`src/include/astg_pkg.sv`:
```
// package: register map, field layout and reset values of the acquisition start trigger gate
package astg_pkg;
  // ----------------------------------------------------------------
  // register byte offsets
  // ----------------------------------------------------------------
  localparam logic [7:0] ASTG_CTRL_OFS = 8'h00;
  localparam logic [7:0] ASTG_FCNT_OFS = 8'h04;
  localparam logic [7:0] ASTG_CMD_OFS = 8'h08;
  localparam logic [7:0] ASTG_STAT_OFS = 8'h0c;
  // ----------------------------------------------------------------
  // control fields
  // ----------------------------------------------------------------
  localparam int ASTG_CTRL_MODE_BIT = 0;
  localparam int ASTG_CTRL_SRC_BIT = 1;
  localparam int ASTG_CTRL_FALL_BIT = 2;
  localparam int ASTG_CTRL_TGT_BIT = 3;
  localparam int ASTG_CTRL_CONT_BIT = 4;
  // ----------------------------------------------------------------
  // command fields (write one to execute)
  // ----------------------------------------------------------------
  localparam int ASTG_CMD_SWTRIG_BIT = 0;
  localparam int ASTG_CMD_ACQSTART_BIT = 1;
  localparam int ASTG_CMD_ACQSTOP_BIT = 2;
  // ----------------------------------------------------------------
  // status fields
  // ----------------------------------------------------------------
  localparam int ASTG_STAT_WFS_BIT = 0;
  localparam int ASTG_STAT_ACT_BIT = 1;
  localparam int ASTG_STAT_CNT_LSB = 8;
  // ----------------------------------------------------------------
  // reset values and limits
  // ----------------------------------------------------------------
  localparam logic [4:0] ASTG_CTRL_RST = 5'h00;
  localparam logic [7:0] ASTG_FCNT_RST = 8'h01;
  localparam logic [7:0] ASTG_FCNT_MIN = 8'h01;
  localparam logic [1:0] ASTG_RESP_OKAY = 2'h0;
  localparam logic [1:0] ASTG_RESP_SLVERR = 2'h2;
  typedef enum logic [1:0] {ASTG_IDLE, ASTG_WAIT_START, ASTG_WAIT_FRAME} astg_state_e;
endpackage : astg_pkg

```
`src/hdl/astg_gate.sv`:
```
// module: acquisition start trigger gate with AXI4-Lite registers
`timescale 1ns/100ps
module astg_gate
  import astg_pkg::*;
#(
  parameter int ADDR_W = 8
) (
  input wire logic sys_clk,
  input wire logic rstn,
  input wire logic [ADDR_W-1:0] s_axi_awaddr,
  input wire logic s_axi_awvalid,
  output logic s_axi_awready,
  input wire logic [31:0] s_axi_wdata,
  input wire logic [3:0] s_axi_wstrb,
  input wire logic s_axi_wvalid,
  output logic s_axi_wready,
  output logic [1:0] s_axi_bresp,
  output logic s_axi_bvalid,
  input wire logic s_axi_bready,
  input wire logic [ADDR_W-1:0] s_axi_araddr,
  input wire logic s_axi_arvalid,
  output logic s_axi_arready,
  output logic [31:0] s_axi_rdata,
  output logic [1:0] s_axi_rresp,
  output logic s_axi_rvalid,
  input wire logic s_axi_rready,
  input wire logic external_start_edge_signal,
  input wire logic frame_start_trig,
  output logic frame_start_accept,
  output logic acq_start_pulse,
  output logic waiting_frame_start
);
  // ----------------------------------------------------------------
  // bus state
  // ----------------------------------------------------------------
  logic aw_got_r, aw_got_nxt;
  logic w_got_r, w_got_nxt;
  logic [ADDR_W-1:0] awaddr_r, awaddr_nxt;
  logic [31:0] wdata_r, wdata_nxt;
  logic [3:0] wstrb_r, wstrb_nxt;
  logic bvalid_r, bvalid_nxt;
  logic [1:0] bresp_r, bresp_nxt;
  logic rvalid_r, rvalid_nxt;
  logic [1:0] rresp_r, rresp_nxt;
  logic [31:0] rdata_r, rdata_nxt;
  // ----------------------------------------------------------------
  // configuration and trigger state
  // ----------------------------------------------------------------
  logic [4:0] ctrl_r, ctrl_nxt;
  logic [7:0] fcnt_r, fcnt_nxt;
  logic active_r, active_nxt;
  logic sw_trig_r, sw_trig_nxt;
  astg_state_e state_r, state_nxt;
  logic [7:0] count_r, count_nxt;
  logic ext_meta_r, ext_sync_r, ext_prev_r;
  logic start_pulse_r, start_pulse_nxt;
  logic accept_r, accept_nxt;

  logic do_write;
  logic [7:0] wr_ofs;
  logic [7:0] rd_ofs;
  logic ext_edge;
  logic start_trig;

  function automatic logic ofs_mapped(input logic [7:0] ofs);
    ofs_mapped = (ofs == ASTG_CTRL_OFS) || (ofs == ASTG_FCNT_OFS) ||
                 (ofs == ASTG_CMD_OFS) || (ofs == ASTG_STAT_OFS);
  endfunction : ofs_mapped

  // ----------------------------------------------------------------
  // AXI4-Lite slave
  // ----------------------------------------------------------------
  assign s_axi_awready = !aw_got_r && !bvalid_r;
  assign s_axi_wready = !w_got_r && !bvalid_r;
  assign s_axi_arready = !rvalid_r;
  assign s_axi_bvalid = bvalid_r;
  assign s_axi_bresp = bresp_r;
  assign s_axi_rvalid = rvalid_r;
  assign s_axi_rresp = rresp_r;
  assign s_axi_rdata = rdata_r;
  assign wr_ofs = 8'(awaddr_r) & 8'hfc;
  assign rd_ofs = 8'(s_axi_araddr) & 8'hfc;
  assign do_write = aw_got_r && w_got_r && !bvalid_r;

  always_comb begin
    aw_got_nxt = aw_got_r;
    w_got_nxt = w_got_r;
    awaddr_nxt = awaddr_r;
    wdata_nxt = wdata_r;
    wstrb_nxt = wstrb_r;
    bvalid_nxt = bvalid_r;
    bresp_nxt = bresp_r;
    if (s_axi_awvalid && s_axi_awready) begin
      aw_got_nxt = 1'b1;
      awaddr_nxt = s_axi_awaddr;
    end
    if (s_axi_wvalid && s_axi_wready) begin
      w_got_nxt = 1'b1;
      wdata_nxt = s_axi_wdata;
      wstrb_nxt = s_axi_wstrb;
    end
    if (do_write) begin
      aw_got_nxt = 1'b0;
      w_got_nxt = 1'b0;
      bvalid_nxt = 1'b1;
      bresp_nxt = ofs_mapped(wr_ofs) ? ASTG_RESP_OKAY : ASTG_RESP_SLVERR;
    end else if (bvalid_r && s_axi_bready) begin
      bvalid_nxt = 1'b0;
    end
  end

  always_comb begin
    rvalid_nxt = rvalid_r;
    rresp_nxt = rresp_r;
    rdata_nxt = rdata_r;
    if (s_axi_arvalid && s_axi_arready) begin
      rvalid_nxt = 1'b1;
      rresp_nxt = ofs_mapped(rd_ofs) ? ASTG_RESP_OKAY : ASTG_RESP_SLVERR;
      case (rd_ofs)
        ASTG_CTRL_OFS: rdata_nxt = {27'h0, ctrl_r};
        ASTG_FCNT_OFS: rdata_nxt = {24'h0, fcnt_r};
        ASTG_STAT_OFS: rdata_nxt = {16'h0, count_r, 6'h0, active_r, state_r == ASTG_WAIT_FRAME};
        default: rdata_nxt = 32'h0;
      endcase
    end else if (rvalid_r && s_axi_rready) begin
      rvalid_nxt = 1'b0;
    end
  end

  // ----------------------------------------------------------------
  // registers and commands
  // ----------------------------------------------------------------
  always_comb begin
    ctrl_nxt = ctrl_r;
    fcnt_nxt = fcnt_r;
    active_nxt = active_r;
    sw_trig_nxt = 1'b0;
    if (do_write && wstrb_r[0]) begin
      case (wr_ofs)
        ASTG_CTRL_OFS: ctrl_nxt = wdata_r[4:0];
        // zero is out of range, so it is held at the floor
        ASTG_FCNT_OFS: fcnt_nxt = (wdata_r[7:0] < ASTG_FCNT_MIN) ? ASTG_FCNT_MIN : wdata_r[7:0];
        ASTG_CMD_OFS: begin
          // software trigger counts only while the target is acquisition start
          sw_trig_nxt = wdata_r[ASTG_CMD_SWTRIG_BIT] && ctrl_r[ASTG_CTRL_TGT_BIT];
          if (wdata_r[ASTG_CMD_ACQSTOP_BIT]) begin
            active_nxt = 1'b0;
          end else if (wdata_r[ASTG_CMD_ACQSTART_BIT]) begin
            active_nxt = 1'b1;
          end
        end
        default: ;
      endcase
    end
  end

  // ----------------------------------------------------------------
  // external line and trigger selection
  // ----------------------------------------------------------------
  assign ext_edge = ctrl_r[ASTG_CTRL_FALL_BIT] ? (ext_prev_r && !ext_sync_r)
                                               : (!ext_prev_r && ext_sync_r);
  assign start_trig = ctrl_r[ASTG_CTRL_SRC_BIT] ? ext_edge : sw_trig_r;

  // ----------------------------------------------------------------
  // acquisition status machine
  // ----------------------------------------------------------------
  always_comb begin
    state_nxt = state_r;
    count_nxt = count_r;
    start_pulse_nxt = 1'b0;
    accept_nxt = 1'b0;
    case (state_r)
      ASTG_IDLE: begin
        count_nxt = 8'h0;
        if (active_r) begin
          // mode off: the start is made internally, no trigger needed
          start_pulse_nxt = !ctrl_r[ASTG_CTRL_MODE_BIT];
          state_nxt = ctrl_r[ASTG_CTRL_MODE_BIT] ? ASTG_WAIT_START : ASTG_WAIT_FRAME;
        end
      end
      ASTG_WAIT_START: begin
        // frame triggers are dropped here
        count_nxt = 8'h0;
        if (!ctrl_r[ASTG_CTRL_MODE_BIT]) begin
          start_pulse_nxt = 1'b1;
          state_nxt = ASTG_WAIT_FRAME;
        end else if (start_trig) begin
          start_pulse_nxt = 1'b1;
          state_nxt = ASTG_WAIT_FRAME;
        end
      end
      ASTG_WAIT_FRAME: begin
        if (frame_start_trig) begin
          accept_nxt = 1'b1;
          // with mode off the count never ends the session
          if (ctrl_r[ASTG_CTRL_MODE_BIT]) begin
            if (count_r + 8'h1 >= fcnt_r) begin
              count_nxt = 8'h0;
              state_nxt = ASTG_WAIT_START;
            end else begin
              count_nxt = count_r + 8'h1;
            end
          end
        end else if (ctrl_r[ASTG_CTRL_MODE_BIT] && !active_r) begin
          state_nxt = ASTG_WAIT_START;
        end
      end
      default: state_nxt = ASTG_IDLE;
    endcase
    if (!active_r) begin
      state_nxt = ASTG_IDLE;
      accept_nxt = 1'b0;
      start_pulse_nxt = 1'b0;
    end
  end

  assign frame_start_accept = accept_r;
  assign acq_start_pulse = start_pulse_r;
  assign waiting_frame_start = (state_r == ASTG_WAIT_FRAME);

  // ----------------------------------------------------------------
  // flip-flops
  // ----------------------------------------------------------------
  always_ff @(posedge sys_clk or negedge rstn) begin
    if (!rstn) begin
      aw_got_r <= 1'b0;
      w_got_r <= 1'b0;
      awaddr_r <= '0;
      wdata_r <= 32'h0;
      wstrb_r <= 4'h0;
      bvalid_r <= 1'b0;
      bresp_r <= ASTG_RESP_OKAY;
      rvalid_r <= 1'b0;
      rresp_r <= ASTG_RESP_OKAY;
      rdata_r <= 32'h0;
      ctrl_r <= ASTG_CTRL_RST;
      fcnt_r <= ASTG_FCNT_RST;
      active_r <= 1'b0;
      sw_trig_r <= 1'b0;
      state_r <= ASTG_IDLE;
      count_r <= 8'h0;
      start_pulse_r <= 1'b0;
      accept_r <= 1'b0;
      ext_meta_r <= 1'b0;
      ext_sync_r <= 1'b0;
      ext_prev_r <= 1'b0;
    end else begin
      aw_got_r <= aw_got_nxt;
      w_got_r <= w_got_nxt;
      awaddr_r <= awaddr_nxt;
      wdata_r <= wdata_nxt;
      wstrb_r <= wstrb_nxt;
      bvalid_r <= bvalid_nxt;
      bresp_r <= bresp_nxt;
      rvalid_r <= rvalid_nxt;
      rresp_r <= rresp_nxt;
      rdata_r <= rdata_nxt;
      ctrl_r <= ctrl_nxt;
      fcnt_r <= fcnt_nxt;
      active_r <= active_nxt;
      sw_trig_r <= sw_trig_nxt;
      state_r <= state_nxt;
      count_r <= count_nxt;
      start_pulse_r <= start_pulse_nxt;
      accept_r <= accept_nxt;
      ext_meta_r <= external_start_edge_signal;
      ext_sync_r <= ext_meta_r;
      ext_prev_r <= ext_sync_r;
    end
  end
endmodule : astg_gate

```
`config.mk`:
```
export PLATFORM = sky130hd
export DESIGN_NAME = astg_gate
export DESIGN_NICKNAME = d
export VERILOG_FILES = /design/src/include/astg_pkg.sv /design/src/hdl/astg_gate.sv
export SDC_FILE = /design/constraint.sdc
export NUM_CORES = 1
export LEC_CHECK = 0
export BUFFER_PORTS_ARGS = -buffer_cell sky130_fd_sc_hd__buf_2
export CORE_MARGIN = 2
export CORE_UTILIZATION = 28
export CTS_CLUSTER_DIAMETER = 30
export CTS_CLUSTER_SIZE = 40
export DETAILED_ROUTE_END_ITERATION = 16
export PLACE_DENSITY = 0.5
export SKIP_LAST_GASP = 1
export SLEW_MARGIN = 20
export SYNTH_ARGS = -nofsm -noshare
export SYNTH_HDL_FRONTEND = slang
export SYNTH_SLANG_ARGS = --single-unit
```
`constraint.sdc`:
```
create_clock -name sys_clk -period 2.7 [get_ports sys_clk]
set_clock_uncertainty 0.1 [all_clocks]
set_input_delay 0.27 -clock sys_clk [delete_from_list [all_inputs] [get_ports sys_clk]]
set_output_delay 0.27 -clock sys_clk [all_outputs]
set_load 0.005 [all_outputs]
```
==> results of run 1 <==
cell type report:
class / count / area share (%)
clock inverters: 6 / 1.26
flip-flops and latches: 67 / 43.2
well taps: 140 / 4.51
clock buffers: 10 / 3.29
inverters: 20 / 1.93
multi-input cells: 181 / 34.2
repair buffers: 77 / 11.6
kinds of logic after synthesis:
logic type | share of synthesized area (%)
buffers and inverters | 7.29
multiplexers | 11.2
adder cells (fa/ha/maj) | 3.59
other | 0.119
flip-flops | 53.4
XOR/XNOR | 1.67
AND/OR/NAND/NOR | 11.6
AO/OA/AOI/OAI | 11.0
power by group:
group | leakage, uW | internal, uW | total [uW] | switching [uW]
Combinational | 0.000983 | 327 | 608 | 281
Clock | 0.0000795 | 341 | 757 | 416
Sequential | 0.000875 | 1210 | 1410 | 193
critical path: stages, from the launching register on:
cell,delay [ns]
dfrtp_1,0.41
ha_2,0.21
nand3_2,0.09
nor2_2,0.13
xnor2_1,0.15
inv_1,0.07
ha_1,0.29
and3_1,0.17
a221oi_2,0.29
buf_4,0.16
o2111a_1,0.21
o32ai_1,0.09
layer usage:
layer	share of wire [%]	global-route usage, %	up-vias	wire length, um
li1	-	-	1094	-
met1	45	15.2	1064	2980
met2	47	19.3	69	3060
met3	6.4	3.50	12	418
met4	1.6	4.34	0	108
met5	0	0	-	0
sequential cells by signal (all words and copies together) (netlist names), 2 cells and up:
signal	flops
fcnt_r	8
wdata_r	8
state_r	2
awaddr_r	6
count_r	8
ctrl_r	5
s_axi_rdata	16
final timing paths:
path,from,end,slack (ns)
worst max-delay path,count_r[1]$_DFFE_PN0P_,state_r[0]$_DFFE_PN0P_,0.18
worst min-delay path,rstn,ext_meta_r$_DFF_PN0_,-0.01
worst max register to register,count_r[1]$_DFFE_PN0P_,state_r[0]$_DFFE_PN0P_,0.18
worst min register to register,ext_meta_r$_DFF_PN0_,ext_sync_r$_DFF_PN0_,0.25
max in group asynchronous,rstn,count_r[6]$_DFFE_PN0P_,1.91
min in group sys_clk,s_axi_wdata[4],wdata_r[4]$_DFFE_PN0P_,0.05
repair_timing:
action / CTS / global route
endpoints found under the setup margin: 1 / 10
buffers inserted: 0 / 3
pin swaps: 0 / 4
gates cloned: 0 / 0
hold buffers: 4 / 0
endpoints found under the hold margin: 4 / 0
gates resized for setup: 1 / 6
placed cells by master (no fill, tap or decap), types with 2 or more instances in the layout:
cell type and count:
nor2b_1 3, a21oi_1 5, nor3_1 2, nand2b_1 5, dfrtp_1 66, and2_1 3
nand3b_1 2, mux2_2 26, ha_1 8, nor4_1 3, conb_1 18, inv_1 20
a22o_1 8, a31oi_1 4, nand3_1 2, clkinvlp_4 3, buf_2 55, clkbuf_8 9
nor2_1 7, buf_4 18, o21ai_0 15, xnor2_1 4, dlygate4sd3_1 4, nand2_1 25
inv_6 2, mux2i_1 6, a32o_1 3, and3_1 3, o211ai_1 4, a21o_1 3
stage by stage:
stage / std cells / setup slack (ns) / total power [uW]
floorplan: 291 / 0.239 / 1810
global placement: 478 / 0.0295 / 2020
detailed placement: 478 / 0.0214 / 2040
CTS: 498 / 0.0500 / 2830
global route: 501 / 0.00168 / 2970
finish: 501 / 0.182 / 2770
synthesized netlist by cell type (all sizes together) (3+ instances only):
library cell	count	area share (%)
o211ai	4	0.96
mux2	26	9.3
mux2i	6	1.9
nor2b	3	0.60
and2	3	0.60
clkbuf	5	0.60
xnor2	5	1.4
dfrtp	66	53
o21ai	15	2.4
nand2	25	3.0
ha	9	3.6
nor4	3	0.60
a31oi	4	0.80
buf	18	4.3
a32o	3	0.96
a22o	8	2.2
nor3	3	0.48
and3	3	0.60
nand2b	5	1.0
inv	20	2.4
a21o	3	0.72
nand3	3	0.48
nor2	9	1.3
a21oi	5	0.80
==> impl_metrics.py, run 1 <==
metrics = {
    "synth": {
        "synth-edff-count": 0,
        "syn_area_per_cell_um2": 11.5,
        "synth_cell_types": 43,
        "syn_area_um2": 3140,
        "ys_seq_area_share_pct": 53.4,
        "ys.flop_type": "dfrtp_1",
        "syn_inst": 274,
        "ys_async_sr_fraction_pct": 100,
        "yosysWarningCount": 0,
        "synth-seq-cells": 67,
    },
    "job": {
        "cap_viol_max_count": 0,
    },
    "timing": {
        "whs_ns": -0.0114,
        "timing.fmax_mhz": 397,
        "rsz0062_at_grt": "no",
        "relSlewSlack_pct": 42.3,
        "hold_violations": 10,
        "setup_viol": 0,
        "setup-tns-final_ns": 0,
        "maxSlewViolCount": 0,
        "post-route-min-period_ns": 2.52,
        "worstMarginPinSlew_ns": 0.866,
        "post-route-period-util_pct": 93.3,
    },
    "clock_tree": {
        "clkTransAtPathRegs_ns": 0.08,
        "cts_buffers": 9,
        "clk_latency_ns": 0.35,
        "cts.path.max_buffers": 2,
        "clock_sinks": 67,
        "cts_root_buffer": "clkbuf_8",
        "cts_htree_levels": 3,
        "cts_tree": "yes",
    },
    "routing": {
        "drc": 0,
        "drt-pass1-iter-count": 4,
        "drtAntennaViolNets": 0,
        "routed_wl_um": 6560,
        "wl_per_cell_um": 13.1,
        "num_vias": 2239,
        "vias_per_cell": 4.47,
        "drt_first_iter_violations": 34,
    },
    "final_layout": {
        "seq_area_um2": 1680,
        "finish.utilization_pct": 35.7,
        "post_route_cells_drive_above_1_share_pct": 35.5,
        "area_growth_pct": 23.7,
        "nFillCells": 1116,
        "multi_input_area_um2": 1330,
        "stdcell_area_um2": 3880,
        "layout.nets": 426,
        "num_antenna_cells": 0,
    },
    "placement": {
        "dpl_cell_area_um2": 3610,
        "routabilityCongestion": 0.793,
        "dp_hpwl_um": 4850,
        "port_buffers": 55,
    },
    "floorplanning": {
        "ios": 105,
        "die_x_um": 110,
        "die_h_um": 110,
        "dieArea_um2": 12100,
        "fp.coreArea_um2": 10900,
        "row_count": 38,
        "start_util_pct": 28.8,
    },
    "status": {
        "violations": "negative hold slack",
        "outcome": "finished, violations left",
    },
    "global_route": {
        "grt_antenna_before_repair": 0,
        "grt_pass1_wl_um": 11100,
        "grt_pass1_vias": 2281,
        "overflow": 0,
        "grt_use_total_pct": 12.0,
        "grt_start_max_net_pins": 68,
    },
    "worst_setup_path": {
        "endpoint_kind": "flop",
        "ff2ff_path_depth": 11,
        "cp-start-kind": "flop",
        "crit_required_ns": 2.82,
        "cp_max_fo": 4,
        "crit_arrival_ns": 2.64,
        "crit_type": "flop to flop",
    },
    "power": {
        "power.density_nw_per_um2": 714,
        "p_leak_uw": 0.00194,
        "ir_drop_v": 0.000340,
    },
    "worst_hold_path": {
        "hold_class": "input port to async pin",
    },
}
(Power assumes the default switching activity.)
==> inputs of run 2 (changes only) <==
REMOVE_ABC_BUFFERS = 1   (was not set)
==> run 2 against run 1 <==
Against the previous run:
- the run now ends clean
- largest cell class unchanged
- clock-buffer cell count rose by 1
- routed wire length shrank 0.30%
- critical endpoint unchanged
- worst setup slack lost 0.017 ns
==> impl_metrics.py, run 2 (same netlist as run 1, synthesis figures left out) <==
metrics = {
    "worst_setup_path": {
        "startpoint": "count_r[1]$_DFFE_PN0P_",
        "endpoint_kind": "flop",
        "crit_type": "flop to flop",
        "cp_max_fo": 4,
        "crit_arrival_ns": 2.65,
        "ff2ff_path_depth": 10,
        "r2r-end": "state_r[0]$_DFFE_PN0P_",
        "worstReg2RegStart": "count_r[1]$_DFFE_PN0P_",
        "crit_required_ns": 2.82,
        "cp-start-kind": "flop",
        "rrSetupSlack_ns": 0.16,
    },
    "clock_tree": {
        "clkTransAtPathRegs_ns": 0.07,
        "cts_root_buffer": "clkbuf_8",
        "cts_buffers": 9,
        "cts_tree": "yes",
        "clk_latency_ns": 0.35,
        "clock_sinks": 67,
        "cts.path.max_buffers": 2,
        "cts_htree_levels": 3,
    },
    "timing": {
        "worstMarginPinSlew_ns": 0.598,
        "relSlewSlack_pct": 60.0,
        "timing.fmax_mhz": 394,
        "final.setup.worst_slack_ns": 0.164,
        "rsz0062_at_grt": "no",
        "setup_viol": 0,
        "maxSlewViolCount": 0,
        "post-route-period-util_pct": 93.9,
        "hold_violations": 0,
        "setup-tns-final_ns": 0,
        "post-route-min-period_ns": 2.54,
    },
    "power": {
        "power.share.switching_pct": 30.5,
        "power.density_nw_per_um2": 743,
        "ir_drop_v": 0.000375,
        "power_switching_uw": 876,
        "total_power_uw": 2870,
        "pwr-share-comb_pct": 21.3,
        "clock_power_share_pct": 29.6,
        "p_seq_share_pct": 49.1,
        "p_leak_uw": 0.00194,
        "internal_power_uw": 2000,
    },
    "placement": {
        "routabilityCongestion": 0.732,
        "port_buffers": 55,
        "placedCellCount": 477,
        "dp_hpwl_um": 4760,
        "post-place-ws_ns": 0.0577,
    },
    "floorplanning": {
        "die_h_um": 110,
        "dieArea_um2": 12100,
        "row_count": 38,
        "start_util_pct": 28.8,
        "die_x_um": 110,
        "fp.coreArea_um2": 10900,
        "ios": 105,
    },
    "routing": {
        "drt_first_iter_violations": 61,
        "drt-pass1-iter-count": 4,
        "num_vias": 2202,
        "wl_per_cell_um": 13.2,
        "drc": 0,
        "vias_per_cell": 4.43,
        "drtAntennaViolNets": 0,
        "routed_wl_um": 6540,
    },
    "worst_hold_path": {
        "hold_class": "input port to flop",
        "holdPathStages": 2,
        "worst_hold_path.endpoint": "s_axi_rvalid$_DFFE_PN0P_",
        "min_from": "s_axi_rready",
    },
    "global_route": {
        "grt_pass1_wl_um": 10700,
        "grt_use_total_pct": 11.7,
        "grt_pass1_vias": 2209,
        "overflow": 0,
        "grt_antenna_before_repair": 0,
        "grt_start_max_net_pins": 68,
    },
    "final_layout": {
        "layout.nets": 422,
        "seq_area_um2": 1680,
        "post_route_cells_drive_above_1_share_pct": 33.9,
        "num_antenna_cells": 0,
        "layout_common_cells": "66 x dfrtp_1, 55 x buf_2, 26 x mux2_2",
        "multi_input_area_um2": 1310,
        "area_growth_pct": 23.2,
        "nFillCells": 1098,
        "largest_reg_flops": 16,
        "layoutNonFillerInstCount": 497,
        "final_common_cell": "dfrtp_1",
    },
    "status": {
        "outcome": "completed",
    },
    "job": {
        "cap_viol_max_count": 0,
    },
}
## run 2: cell type report
type | count | share of cell area [%]
clock buffers | 11 | 3.65
inverters | 20 | 1.94
repair buffers | 73 | 11.1
multi-input cells | 181 | 33.8
clock inverters | 5 | 1.58
flip-flops and latches | 67 | 43.4
well taps | 140 | 4.53
## run 2: timing repair
item | in CTS | in global routing
endpoints found under the hold margin | 68 | 0
pin swaps | 0 | 2
resized for setup | 1 | 1
setup buffers | 0 | 1
hold buffers | 3 | 0
setup endpoints to repair | 1 | 10
## run 2: power groups by stage
| stage | Sequential [uW] | Combinational (uW) | Clock [uW] |
|---|---|---|---|
| 6_report | 1410 | 613 | 849 |
| 3_5_place_dp | 1430 | 614 | 0 |
| 3_3_place_gp | 1420 | 602 | 0 |
| 4_1_cts | 1410 | 627 | 880 |
| 5_1_grt | 1440 | 702 | 926 |
| 2_1_floorplan | 1360 | 423 | 0 |
## run 2: metrics by stage
stage | utilization (%) | area [um2] | hold WS [ns]
5_1_grt | 35.5 | 3870 | 0.0212
3_3_place_gp | 33.2 | 3620 | 0.220
4_1_cts | 35.4 | 3860 | 0.00275
6_report | 35.5 | 3870 | 0.0134
3_5_place_dp | 33.2 | 3620 | 0.223
2_1_floorplan | - | 3050 | -0.126
## run 2: worst max-delay path, cell delays in order, from the launching register on
cell and delay (ns):
dfrtp_1 0.39, nand4_1 0.19, nor3_2 0.22, xnor2_1 0.15, inv_1 0.07, ha_1 0.30
and3_1 0.21, a221oi_2 0.32, buf_4 0.17, o2111a_1 0.21, o32ai_1 0.08
## run 2: how the worst max path moves through the flow
stage | cells past startpoint | to | slack [ns]
after floorplan | 10 | count_r[5]$_DFFE_PN0P_ | 0.24
after global placement | 10 | state_r[0]$_DFFE_PN0P_ | 0.07
after detailed placement | 10 | state_r[0]$_DFFE_PN0P_ | 0.06
after CTS | 10 | state_r[0]$_DFFE_PN0P_ | 0.07
after global routing | 11 | state_r[0]$_DFFE_PN0P_ | 0.01
final | 10 | state_r[0]$_DFFE_PN0P_ | 0.16
## run 2: metal layers
layer	up-vias	GRT usage (%)	part of all wire [%]
met1	1049	14.5	45
met4	0	4.88	1.7
li1	1081	-	-
met2	63	18.8	48
met5	-	0	0
met3	9	3.50	4.9
==> inputs of run 3 (changes only) <==
CTS_BUF_LIST = sky130_fd_sc_hd__clkbuf_8 sky130_fd_sc_hd__clkbuf_16   (was not set)
==> run 3 against run 2 <==
Against the previous run:
- flip-flop and latch count did not move
- worst hold slack barely moved
- non-clock buffer count did not move
- power fell by 0.13%
- register-to-register slack barely moved
- die area did not move
- sequential power barely moved
- cell area did not move
- via count barely moved
- global-route usage did not move
- cell count did not move
- critical path type unchanged
- largest cell class unchanged
- highest routed layer unchanged
==> impl_metrics.py, run 3 (same netlist as run 1, synthesis figures left out) <==
metrics = {
    "status": {
        "outcome": "completed",
    },
    "routing": {
        "drc": 0,
        "num_vias": 2200,
        "wl_per_cell_um": 13.2,
        "drt-pass1-iter-count": 4,
        "drt_first_iter_violations": 61,
        "routed.top_layer": "met4",
        "drtAntennaViolNets": 0,
        "routed_wl_um": 6540,
        "m1WireLength_um": 2970,
        "vias_per_cell": 4.43,
        "met3WireLength_um": 322,
        "wl_met2_um": 3130,
    },
    "clock_tree": {
        "clk_latency_ns": 0.35,
        "clkTransAtPathRegs_ns": 0.07,
        "cts_tree": "yes",
        "clock_sinks": 67,
        "cts_buffers": 9,
        "cts.path.max_buffers": 2,
        "cts_root_buffer": "clkbuf_8",
        "cts_htree_levels": 3,
    },
    "worst_setup_path": {
        "crit_buf_inv": 2,
        "startpoint": "count_r[1]$_DFFE_PN0P_",
        "worst_path_max_delay_cell": "dfrtp_1",
        "worstReg2RegStart": "count_r[1]$_DFFE_PN0P_",
        "ff2ff_path_depth": 10,
        "crit_required_ns": 2.82,
        "rrSetupSlack_ns": 0.16,
        "slowest_delay_ns": 0.39,
        "crit_family": "simple AND/OR/NAND/NOR gates",
        "cp-start-kind": "flop",
        "cp_max_fo": 4,
        "crit_arrival_ns": 2.65,
        "crit_type": "flop to flop",
        "cp_cell_sequence": "nand4_1 > nor3_2 > xnor2_1 > inv_1 > ha_1 > and3_1 > a221oi_2 > buf_4 > o2111a_1 > o32ai_1",
        "r2r-end": "state_r[0]$_DFFE_PN0P_",
        "endpoint_kind": "flop",
        "cp.depth": 10,
    },
    "final_layout": {
        "nFillCells": 1098,
        "final_common_cell": "dfrtp_1",
        "layout_common_cells": "66 x dfrtp_1, 55 x buf_2, 26 x mux2_2",
        "layout.nets": 422,
        "multi_input_area_um2": 1310,
        "post_route_cells_drive_above_1_share_pct": 33.9,
        "area_growth_pct": 23.2,
        "seq_area_um2": 1680,
        "largest_reg_flops": 16,
        "finish.utilization_pct": 35.5,
        "layoutNonFillerInstCount": 497,
        "num_antenna_cells": 0,
    },
    "timing": {
        "maxSlewViolCount": 0,
        "hold_violations": 0,
        "setup-tns-final_ns": 0,
        "worstMarginPinSlew_ns": 0.598,
        "rsz0062_at_grt": "no",
        "timing.fmax_mhz": 394,
        "whs_ns": 0.0134,
        "setup_viol": 0,
        "post-route-period-util_pct": 93.9,
        "relSlewSlack_pct": 60.0,
        "post-route-min-period_ns": 2.54,
    },
    "worst_hold_path": {
        "hold_class": "input port to flop",
        "min_from": "s_axi_rready",
        "holdPathStages": 2,
        "worst_hold_path.endpoint": "s_axi_rvalid$_DFFE_PN0P_",
    },
    "power": {
        "ir_drop_v": 0.000375,
        "p_leak_uw": 0.00194,
        "total_power_uw": 2870,
        "power.density_nw_per_um2": 742,
    },
    "job": {
        "cap_viol_max_count": 0,
    },
    "placement": {
        "routabilityCongestion": 0.732,
        "dp_hpwl_um": 4760,
        "placedCellCount": 477,
        "port_buffers": 55,
    },
    "floorplanning": {
        "ios": 105,
        "die_h_um": 110,
        "start_util_pct": 28.8,
        "fp.coreArea_um2": 10900,
        "die_x_um": 110,
        "row_count": 38,
        "dieArea_um2": 12100,
    },
    "global_route": {
        "grt_use_total_pct": 11.7,
        "grt_pass1_wl_um": 10700,
        "grt_start_max_net_pins": 68,
        "overflow": 0,
        "grt_pass1_vias": 2209,
        "grt_antenna_before_repair": 0,
    },
}
## run 3: per-stage QoR
step | setup slack (ns) | cell area (um2)
2_1_floorplan | 0.239 | 3050
3_3_place_gp | 0.0700 | 3620
3_5_place_dp | 0.0577 | 3620
4_1_cts | 0.0662 | 3860
5_1_grt | 0.0107 | 3870
6_report | 0.164 | 3870
## run 3: final cells by class
class / instances / area share (%)
clock inverter: 6 / 1.68
tap: 140 / 4.53
clock buffer: 10 / 3.56
timing repair buffer: 73 / 11.1
multi-input combinational: 181 / 33.8
inverter: 20 / 1.94
sequential: 67 / 43.4
## run 3: how the worst max path moves through the flow
stage	end	slack, ns
floorplan	count_r[5]$_DFFE_PN0P_	0.24
global placement	state_r[0]$_DFFE_PN0P_	0.07
detailed placement	state_r[0]$_DFFE_PN0P_	0.06
CTS	state_r[0]$_DFFE_PN0P_	0.07
global route	state_r[0]$_DFFE_PN0P_	0.01
finish	state_r[0]$_DFFE_PN0P_	0.16
## run 3: repair_timing
| item | CTS | global route |
|---|---|---|
| pin swaps | 0 | 2 |
| hold buffers | 3 | 0 |
| setup endpoints to repair | 1 | 10 |
| resized for setup | 1 | 1 |
| setup buffers | 0 | 1 |
| hold endpoints to repair | 68 | 0 |
## run 3: power by group
| part | switching, uW | internal, uW |
|---|---|---|
| Clock | 393 | 453 |
| Combinational | 284 | 329 |
| Sequential | 199 | 1210 |
## run 3: routing by layer
layer / track usage [%] / vias up
met5: 0 / -
met4: 4.88 / 0
met3: 3.50 / 8
met2: 18.8 / 63
met1: 14.5 / 1048
li1: - / 1081
